$ cat config.mk
export PLATFORM = sky130hd
export DESIGN_NAME = dual_byte_timer_split_control
export DESIGN_NICKNAME = d
export VERILOG_FILES = /design/src/verilog/dual_byte_timer_split_control.v
export VERILOG_INCLUDE_DIRS = /design/src /design/src/verilog
export SDC_FILE = /design/constraint.sdc
export NUM_CORES = 1
export LEC_CHECK = 0
export ABC_AREA = 1
export BUFFER_PORTS_ARGS = -buffer_cell sky130_fd_sc_hd__buf_2
export CAP_MARGIN = 20
export CORE_MARGIN = 3
export CORE_UTILIZATION = 45
export CTS_CLUSTER_SIZE = 25
export DETAILED_ROUTE_END_ITERATION = 10
export MAX_ROUTING_LAYER = met4
export PLACE_DENSITY_LB_ADDON = 0.12
export SYNTH_ARGS = -nofsm -noshare
export SYNTH_HDL_FRONTEND = slang
export SYNTH_SLANG_ARGS = --single-unit
$ cat constraint.sdc
create_clock -name aclk -period 6 [get_ports aclk]
set_input_delay 0 -clock aclk [delete_from_list [all_inputs] [get_ports aclk]]
set_output_delay 0 -clock aclk [all_outputs]
set_load 0.02 [all_outputs]
$ cat src/verilog/split_timer_defines.vh
// Purpose: constants for the split-mode dual byte timer
// Assumes: AXI4-Lite byte addresses are four times the register index
// Notes: definitions only
`ifndef SPLIT_TIMER_DEFINES_VH
`define SPLIT_TIMER_DEFINES_VH
`define IDX_ENABLE_CTRL 8'h00
`define IDX_GATE_CTRL 8'h01
`define IDX_FORCE 8'h02
`define IDX_SPLIT 8'h03
`define IDX_CMD_CLR 8'h04
`define IDX_CMD_SET 8'h05
`define IDX_IRQ_EN 8'h0A
`define IDX_IRQ_FLAG 8'h0B
`define IDX_LOW_COUNTER_VALUE 8'h20
`define IDX_HCNT 8'h21
`define IDX_LPER 8'h26
`define IDX_HPER 8'h27
`define IDX_LCMP0 8'h28
`define IDX_LCMP1 8'h2A
`define IDX_LCMP2 8'h2C
`define RST_BYTE 8'h00
`define RST_PER 8'hFF
`define CMD_NONE 2'h0
`define CMD_RESTART 2'h2
`define CMD_HARD_RESET 2'h3
`define TARGET_BOTH 2'h3
`define CMD_LO 2
`define CMD_HI 3
`define FLAG_LOW_UNDERFLOW 0
`define FLAG_HIGH_UNDERFLOW 1
`define FLAG_LCMP_LO 4
`define FLAG_MASK 8'h73
`define GATE_MASK 8'h77
`define SPLIT_MASK 8'h01
`define TARGET_MASK 8'h03
`define TARGET_NONE 2'h0
`define TGT_HI 1
`define TGT_LO 0
`define ENABLE_BIT 0
`define SPLIT_BIT 0
`define LOW_CHANNELS 3
`define COUNT_STEP 8'h01
`define WAVE_IDLE 6'h00
`define IRQ_IDLE 5'h00
`define RESP_OKAY 2'h0
`define RESP_SLVERR 2'h2
`endif

$ cat src/verilog/dual_byte_timer_split_control.v
// Purpose: split-mode control, flags and forced outputs of a dual 8-bit down timer
// Assumes: AXI4-Lite slave, one clock, synchronous active-low reset
// Notes: counters tick every clock; prescaler and waveform generation are outside
//    a hard reset command is refused while running, so software must stop first
//    forced levels read back even while running, but reach the pins only when stopped
`timescale 1ns/100ps
`include "split_timer_defines.vh"
module dual_byte_timer_split_control
(
   input wire aclk,
   input wire aresetn,
   input wire [31:0] s_axi_awaddr,
   input wire s_axi_awvalid,
   output reg s_axi_awready,
   input wire [31:0] s_axi_wdata,
   input wire [3:0] s_axi_wstrb,
   input wire s_axi_wvalid,
   output reg s_axi_wready,
   output reg [1:0] s_axi_bresp,
   output reg s_axi_bvalid,
   input wire s_axi_bready,
   input wire [31:0] s_axi_araddr,
   input wire s_axi_arvalid,
   output reg s_axi_arready,
   output reg [31:0] s_axi_rdata,
   output reg [1:0] s_axi_rresp,
   output reg s_axi_rvalid,
   input wire s_axi_rready,
   output reg [5:0] wave_output_pin,
   output reg [5:0] wave_to_logic_unit,
   output reg [4:0] irq_request
);
   // Bus state
   reg aw_held;
   reg w_held;
   reg [7:0] aw_idx;
   reg [7:0] w_byte;
   reg w_lane;
   // Registers
   reg timer_enable;
   reg [7:0] compare_output_gate;
   reg [7:0] output_value_force;
   reg split_select_bit;
   reg [1:0] command_target;
   reg [7:0] irq_enable_bits;
   reg [7:0] irq_flag_bits;
   reg [7:0] low_counter_value;
   reg [7:0] high_counter_value;
   reg [7:0] low_period;
   reg [7:0] high_period;
   reg [7:0] low_cmp [0:2];
   wire [2:0] low_compare_event;
   reg [7:0] rd_byte;
   reg rd_ok;
   // Next-state values
   reg [7:0] next_low_count;
   reg [7:0] next_high_count;
   wire [7:0] next_irq_flags;
   // Write strobes and flag terms
   wire reg_write;
   wire split_write;
   wire [7:0] flag_clear;
   wire [7:0] flag_set;
   wire do_write;
   wire [1:0] cmd_code;
   wire cmd_both;
   wire restart_cmd;
   wire hard_reset_cmd;
   wire low_underflow;
   wire high_underflow;
   wire [2:0] low_force_level;
   wire [2:0] high_force_level;
   wire [5:0] force_level;
   wire [5:0] gate_bits;
   integer i;
   genvar ch;

   // Register index from a byte address; addresses above 0x3FF fall outside the map, low two address bits are ignored
   function [7:0] reg_index;
      input [31:0] addr;
      begin
         reg_index = (addr[31:10] == 22'h000000) ? addr[9:2] : 8'hFF;
      end
   endfunction

   // Split-layout registers are decoded only while split mode is on; the rest always are
   function mapped;
      input [7:0] idx;
      input split_on;
      begin
         case (idx)
            `IDX_ENABLE_CTRL, `IDX_GATE_CTRL, `IDX_FORCE, `IDX_SPLIT,
            `IDX_CMD_CLR, `IDX_CMD_SET, `IDX_IRQ_EN, `IDX_IRQ_FLAG:
               mapped = 1'b1;
            `IDX_LOW_COUNTER_VALUE, `IDX_HCNT, `IDX_LPER, `IDX_HPER,
            `IDX_LCMP0, `IDX_LCMP1, `IDX_LCMP2:
               mapped = split_on;
            default:
               mapped = 1'b0;
         endcase
      end
   endfunction

   assign do_write = aw_held & w_held & ~s_axi_bvalid;
   // Byte lane 0 carries every register; the split-only ones need split mode too
   assign reg_write = do_write & w_lane;
   assign split_write = reg_write & split_select_bit;

   // Command decode happens at the write itself; the field never stores
   assign cmd_code = w_byte[`CMD_HI:`CMD_LO];
   assign cmd_both = (w_byte[`TGT_HI:`TGT_LO] == `TARGET_BOTH) |
                     (command_target == `TARGET_BOTH);
   assign restart_cmd = do_write & w_lane & split_select_bit & cmd_both &
                        (aw_idx == `IDX_CMD_SET) & (cmd_code == `CMD_RESTART);
   assign hard_reset_cmd = do_write & w_lane & split_select_bit & cmd_both & ~timer_enable &
                           (aw_idx == `IDX_CMD_SET) & (cmd_code == `CMD_HARD_RESET);

   // Down counters reach bottom when at zero and counting
   assign low_underflow = timer_enable & split_select_bit & (low_counter_value == `RST_BYTE);
   assign high_underflow = timer_enable & split_select_bit & (high_counter_value == `RST_BYTE);

   assign low_force_level = output_value_force[2:0];
   assign high_force_level = output_value_force[6:4];
   assign force_level = {high_force_level, low_force_level};
   assign gate_bits = {compare_output_gate[6:4], compare_output_gate[2:0]};

   // Compare matches per low channel; a stopped counter sitting on a match keeps setting it
   generate
      for (ch = 0; ch < `LOW_CHANNELS; ch = ch + 1)
      begin : g_low_cmp
         assign low_compare_event[ch] = split_select_bit &
                                        (low_counter_value == low_cmp[ch]);
      end
   endgenerate

   // Write channel capture; address and data may arrive in either order
   always @(posedge aclk)
   begin
      if (!aresetn)
      begin
         aw_held <= 1'b0;
         w_held <= 1'b0;
         aw_idx <= `RST_BYTE;
         w_byte <= `RST_BYTE;
         w_lane <= 1'b0;
         s_axi_awready <= 1'b0;
         s_axi_wready <= 1'b0;
         s_axi_bvalid <= 1'b0;
         s_axi_bresp <= `RESP_OKAY;
      end
      else
      begin
         s_axi_awready <= ~aw_held & ~s_axi_awready & s_axi_awvalid;
         s_axi_wready <= ~w_held & ~s_axi_wready & s_axi_wvalid;
         if (s_axi_awvalid & s_axi_awready)
         begin
            aw_held <= 1'b1;
            aw_idx <= reg_index(s_axi_awaddr);
         end
         if (s_axi_wvalid & s_axi_wready)
         begin
            w_held <= 1'b1;
            w_byte <= s_axi_wdata[7:0];
            w_lane <= s_axi_wstrb[0];
         end
         if (do_write)
         begin
            s_axi_bvalid <= 1'b1;
            s_axi_bresp <= mapped(aw_idx, split_select_bit) ? `RESP_OKAY : `RESP_SLVERR;
         end
         else if (s_axi_bvalid & s_axi_bready)
         begin
            s_axi_bvalid <= 1'b0;
            aw_held <= 1'b0;
            w_held <= 1'b0;
         end
      end
   end

   // Hardware sets win over a software clear in the same cycle
   assign flag_clear = (reg_write & (aw_idx == `IDX_IRQ_FLAG)) ? w_byte : `RST_BYTE;
   assign flag_set = {1'b0, low_compare_event, 2'b00,
                      high_underflow, low_underflow};
   // A hard reset clears every flag and wins over any event in its cycle
   assign next_irq_flags = hard_reset_cmd ? `RST_BYTE :
                           ((irq_flag_bits & ~flag_clear) | flag_set);

   // Next counter values: restart and hard reset clear, counting reloads at bottom
   always @*
   begin
      next_low_count = low_counter_value;
      next_high_count = high_counter_value;
      if (hard_reset_cmd | restart_cmd)
      begin
         next_low_count = `RST_BYTE;
         next_high_count = `RST_BYTE;
      end
      else if (timer_enable & split_select_bit)
      begin
         next_low_count = low_underflow ? low_period : low_counter_value - `COUNT_STEP;
         next_high_count = high_underflow ? high_period : high_counter_value - `COUNT_STEP;
      end
      // A bus write to a counter beats count, clear and reload in the same cycle
      if (split_write & (aw_idx == `IDX_LOW_COUNTER_VALUE))
         next_low_count = w_byte;
      if (split_write & (aw_idx == `IDX_HCNT))
         next_high_count = w_byte;
   end

   // Control registers; a hard reset clears the target even though it was just written
   always @(posedge aclk)
   begin
      if (!aresetn)
      begin
         timer_enable <= 1'b0;
         compare_output_gate <= `RST_BYTE;
         output_value_force <= `RST_BYTE;
         split_select_bit <= 1'b0;
         command_target <= `TARGET_NONE;
         irq_enable_bits <= `RST_BYTE;
      end
      else if (hard_reset_cmd)
         command_target <= `TARGET_NONE;
      else if (reg_write)
      begin
         case (aw_idx)
            `IDX_ENABLE_CTRL: timer_enable <= w_byte[`ENABLE_BIT];
            `IDX_GATE_CTRL: compare_output_gate <= w_byte & `GATE_MASK;
            `IDX_FORCE: output_value_force <= w_byte & `GATE_MASK;
            `IDX_SPLIT: split_select_bit <= w_byte[`SPLIT_BIT];
            `IDX_CMD_CLR: command_target <= command_target & ~w_byte[`TGT_HI:`TGT_LO];
            `IDX_CMD_SET: command_target <= command_target | w_byte[`TGT_HI:`TGT_LO];
            `IDX_IRQ_EN: irq_enable_bits <= w_byte & `FLAG_MASK;
            default: ;
         endcase
      end
   end

   // Counters, periods and compares; periods reset to the top value
   always @(posedge aclk)
   begin
      if (!aresetn)
      begin
         low_counter_value <= `RST_BYTE;
         high_counter_value <= `RST_BYTE;
         low_period <= `RST_PER;
         high_period <= `RST_PER;
         for (i = 0; i < `LOW_CHANNELS; i = i + 1)
            low_cmp[i] <= `RST_BYTE;
      end
      else
      begin
         low_counter_value <= next_low_count;
         high_counter_value <= next_high_count;
         // Split-only registers ignore writes in the normal layout
         if (split_write)
         begin
            case (aw_idx)
               `IDX_LPER: low_period <= w_byte;
               `IDX_HPER: high_period <= w_byte;
               `IDX_LCMP0: low_cmp[0] <= w_byte;
               `IDX_LCMP1: low_cmp[1] <= w_byte;
               `IDX_LCMP2: low_cmp[2] <= w_byte;
               default: ;
            endcase
         end
      end
   end

   // Sticky interrupt flags
   always @(posedge aclk)
   begin
      if (!aresetn)
         irq_flag_bits <= `RST_BYTE;
      else
         irq_flag_bits <= next_irq_flags;
   end

   // Read data mux
   always @*
   begin
      rd_ok = mapped(reg_index(s_axi_araddr), split_select_bit);
      case (reg_index(s_axi_araddr))
         `IDX_ENABLE_CTRL: rd_byte = {7'h00, timer_enable};
         `IDX_GATE_CTRL: rd_byte = compare_output_gate;
         `IDX_FORCE: rd_byte = output_value_force;
         `IDX_SPLIT: rd_byte = {7'h00, split_select_bit};
         `IDX_CMD_CLR, `IDX_CMD_SET: rd_byte = {6'h00, command_target};
         `IDX_IRQ_EN: rd_byte = irq_enable_bits;
         `IDX_IRQ_FLAG: rd_byte = irq_flag_bits;
         `IDX_LOW_COUNTER_VALUE: rd_byte = low_counter_value;
         `IDX_HCNT: rd_byte = high_counter_value;
         `IDX_LPER: rd_byte = low_period;
         `IDX_HPER: rd_byte = high_period;
         `IDX_LCMP0: rd_byte = low_cmp[0];
         `IDX_LCMP1: rd_byte = low_cmp[1];
         `IDX_LCMP2: rd_byte = low_cmp[2];
         default: rd_byte = `RST_BYTE;
      endcase
      if (!rd_ok)
         rd_byte = `RST_BYTE;
   end

   // Read channel: one-cycle accept then data
   always @(posedge aclk)
   begin
      if (!aresetn)
      begin
         s_axi_arready <= 1'b0;
         s_axi_rvalid <= 1'b0;
         s_axi_rdata <= 32'h00000000;
         s_axi_rresp <= `RESP_OKAY;
      end
      else
      begin
         s_axi_arready <= ~s_axi_arready & ~s_axi_rvalid & s_axi_arvalid;
         if (s_axi_arvalid & s_axi_arready)
         begin
            s_axi_rvalid <= 1'b1;
            s_axi_rdata <= {24'h000000, rd_byte};
            s_axi_rresp <= rd_ok ? `RESP_OKAY : `RESP_SLVERR;
         end
         else if (s_axi_rvalid & s_axi_rready)
            s_axi_rvalid <= 1'b0;
      end
   end

   // Pin and logic-unit levels; while running the forced level stays held low here
   always @(posedge aclk)
   begin
      if (!aresetn)
      begin
         wave_output_pin <= `WAVE_IDLE;
         wave_to_logic_unit <= `WAVE_IDLE;
      end
      else if (timer_enable)
      begin
         // Waveform generation sits outside; nothing forced reaches the pins meanwhile
         wave_output_pin <= `WAVE_IDLE;
         wave_to_logic_unit <= `WAVE_IDLE;
      end
      else
      begin
         wave_output_pin <= force_level & gate_bits;
         wave_to_logic_unit <= force_level;
      end
   end

   // Interrupt requests are registered so the lines never glitch
   always @(posedge aclk)
   begin
      if (!aresetn)
         irq_request <= `IRQ_IDLE;
      else
         irq_request <= {irq_flag_bits[6:4], irq_flag_bits[1:0]} &
                        {irq_enable_bits[6:4], irq_enable_bits[1:0]};
   end
endmodule

==> flow_metrics.py <==
metrics = {
    "drt": {
        "vias": 7165,
        "first_pass_iters": 5,
        "wl_per_cell_um": 16.6,
        "routed_wl_mm": 22.2,
        "avgViaCountPerCell": 5.37,
        "first_iter_violations": 668,
        "drc": 0,
        "ant_nets": 0,
    },
    "final_layout": {
        "nNetsFinal": 1220,
        "synthToLayoutAreaGrowth_pct": 19.8,
        "drive_above_1_share_pct": 16.5,
        "antennaDiodeCount": 0,
    },
    "yosys": {
        "ys.flop_type": "dfxtp_1",
        "synth_most_common_cell": "nand2_1",
        "synth_commonest_cells": "nand2_1, nor2_1, dfxtp_1",
        "syn_inst": 982,
        "avgSynthCellArea_um2": 7.33,
        "synth.distinct_cells": 50,
        "synth_seq_cells": 136,
        "syn-cell-area_mm2": 0.00720,
        "ys.warnings.count": 0,
        "async_reset_ff_share_pct": 0,
        "seq_area_frac_synth_pct": 41.1,
        "synth_top_area_cell": "dfxtp_1",
        "synth_top_area_share_pct": 31.1,
        "synthTopCellsByArea": "dfxtp_1, edfxtp_1, nand2_1",
        "synth_edf_count": 24,
    },
    "min_path": {
        "hold_path_class": "input pin to flop",
        "holdPathStages": 4,
    },
    "global_route": {
        "gr-total-overflow": 0,
        "gr-usage-all-layers_pct": 25.4,
        "grt_max_degree": 69,
        "grt_antenna_before_repair": 0,
        "grt_pass1_wl_mm": 34.4,
        "grt_pass1_vias": 6546,
    },
    "placement": {
        "port_buffers": 107,
        "gp_congestion": 0.997,
        "dp_slack_ns": 3.51,
        "place_hpwl_mm": 16.7,
    },
    "clock_tree": {
        "cts_max_level": 4,
        "clock_latency_ns": 0.42,
        "clk_pin_slew_ns": 0.06,
        "cts_buffers": 17,
        "cts.sinks": 136,
        "root_buffer": "clkbuf_16",
        "post_cts_buffers": 0,
        "cts_tree": "built",
        "clockBufferDepth": 2,
    },
    "timing": {
        "worst_pin_slew_ns": 0.896,
        "min_period_over_period_pct": 41.9,
        "relSlewSlack_pct": 40.0,
        "rsz0062_at_grt": "no",
        "fmax_ghz": 0.397,
        "setup_viol": 0,
        "hold_viol_final": 0,
        "fin_crit_ns": 2.52,
        "layout_setup_ws_ns": 3.48,
        "skew_ns": 0.00708,
        "slew_viol_final": 0,
        "finalSetupTns_ns": 0,
    },
    "die": {
        "ios": 165,
        "start_util_pct": 46.7,
        "core_area_mm2": 0.0154,
        "row_count": 45,
        "die_area_mm2": 0.0176,
        "die_w_um": 132,
        "die_h_um": 132,
    },
    "setup_path": {
        "end_kind": "flop",
        "crit_path_start_kind": "flop",
        "crit_type": "flop to flop",
        "cp_data_arrival_time_ns": 2.83,
        "cp_max_fo": 12,
        "r2r_cells": 11,
        "cp_data_required_time_ns": 6.31,
    },
    "run": {
        "drv_cap": 0,
    },
    "power": {
        "power.leakage_uw": 0.00388,
        "vdd_drop_max_mv": 0.227,
        "power-per-cell-area_mw_per_mm2": 247,
    },
    "outcome": {
        "status": "complete, no violations",
    },
}
[cells by family after synthesis]
| logic type | count (synthesis) | synth area share (%) |
|---|---|---|
| adders and majority gates | 2 | 0.347 |
| other | 1 | 0.0521 |
| and+or+nand+nor | 463 | 30.4 |
| buffers and inverters | 163 | 10.6 |
| AOI/OAI and AO/OA | 204 | 15.9 |
| DFF | 136 | 41.1 |
| xor gates and xnor gates | 13 | 1.58 |
[worst max-delay path, cell delays in order, from the launching register on]
cell and delay [ns]:
dfxtp_1 0.70, inv_1 0.26, o21ai_0 0.24, nand3_1 0.11, nor3_2 0.22, o21ai_1 0.13, nand2_1 0.20, nor2_2 0.10
inv_2 0.17, o21ai_0 0.12, nor2_1 0.12, nor2_1 0.04
[routing by layer]
| layer | global-route usage [%] | vias up | routed length, um |
|---|---|---|---|
| met2 | 39.5 | 325 | 10200 |
| met5 | - | - | 0 |
| met3 | 4.37 | 63 | 1740 |
| met4 | 10.3 | 0 | 763 |
| met1 | 32.9 | 3259 | 9480 |
| li1 | - | 3518 | - |
[path summary, 6_finish.rpt]
kind | from | end | slack, ns
setup / recovery | w_byte[0] | high_counter_value[7] | 3.48
hold / removal | s_axi_awaddr[31] | aw_idx[0] | 0.16
setup reg to reg | w_byte[0] | high_counter_value[7] | 3.48
hold reg to reg | irq_enable_bits[5] | irq_request[3] | 0.44
[state kept, by name, summed over array words and instances (netlist names), 8 cells and up, named ones only]
signal and count:
aw_idx 8, low_cmp 24, high_counter_value 8, w_byte 8, high_period 8, low_counter_value 8
low_period 8, irq_flag_bits 8, s_axi_rdata 8
[stage by stage]
| stage | instance area (um^2) | cells | hold WS (ns) | power [uW] | utilization, % |
|---|---|---|---|---|---|
| 6_report | 8630 | 1335 | 0.159 | 2130 | 55.9 |
| 3_5_place_dp | 7770 | 1276 | 0.250 | 1100 | 50.4 |
| 5_1_grt | 8630 | 1335 | 0.184 | 2200 | 55.9 |
| 3_3_place_gp | 7770 | 1276 | 0.245 | 1100 | 50.4 |
| 2_1_floorplan | 7290 | 1007 | 0.127 | 1060 | - |
| 4_1_cts | 8620 | 1334 | 0.0714 | 2140 | 55.9 |
[cell usage in the layout (no fill, tap or decap), types with 22 or more instances in the layout]
cell	n
a21oi_1	67
buf_2	107
conb_1	26
dfxtp_1	112
dlygate4sd3_1	26
edfxtp_1	24
inv_1	101
nand2_1	165
nand3_1	82
nor2_1	128
nor3_1	22
o21ai_0	80
[power by group]
group	total, uW	leakage [uW]	internal, uW	switching [uW]
clock network	1040	0.000289	624	415
registers	961	0.00115	942	19.0
logic	130	0.00244	47.7	82.4
[layout make-up]
| cell class | count | area [um^2] |
|---|---|---|
| fill | 1545 | 6800 |
| timing repair buffer | 137 | 823 |
| clock buffer | 22 | 485 |
| multi-input combinational | 708 | 3570 |
| sequential | 136 | 2960 |
| clock inverter | 10 | 106 |
| tap | 211 | 264 |
| inverter | 111 | 418 |
[what timing repair did]
action,CTS,global route
hold buffers,26,0
resized for setup,0,0
hold endpoints to repair,32,0
No activity file was read; power rests on OpenSTA's default activity.
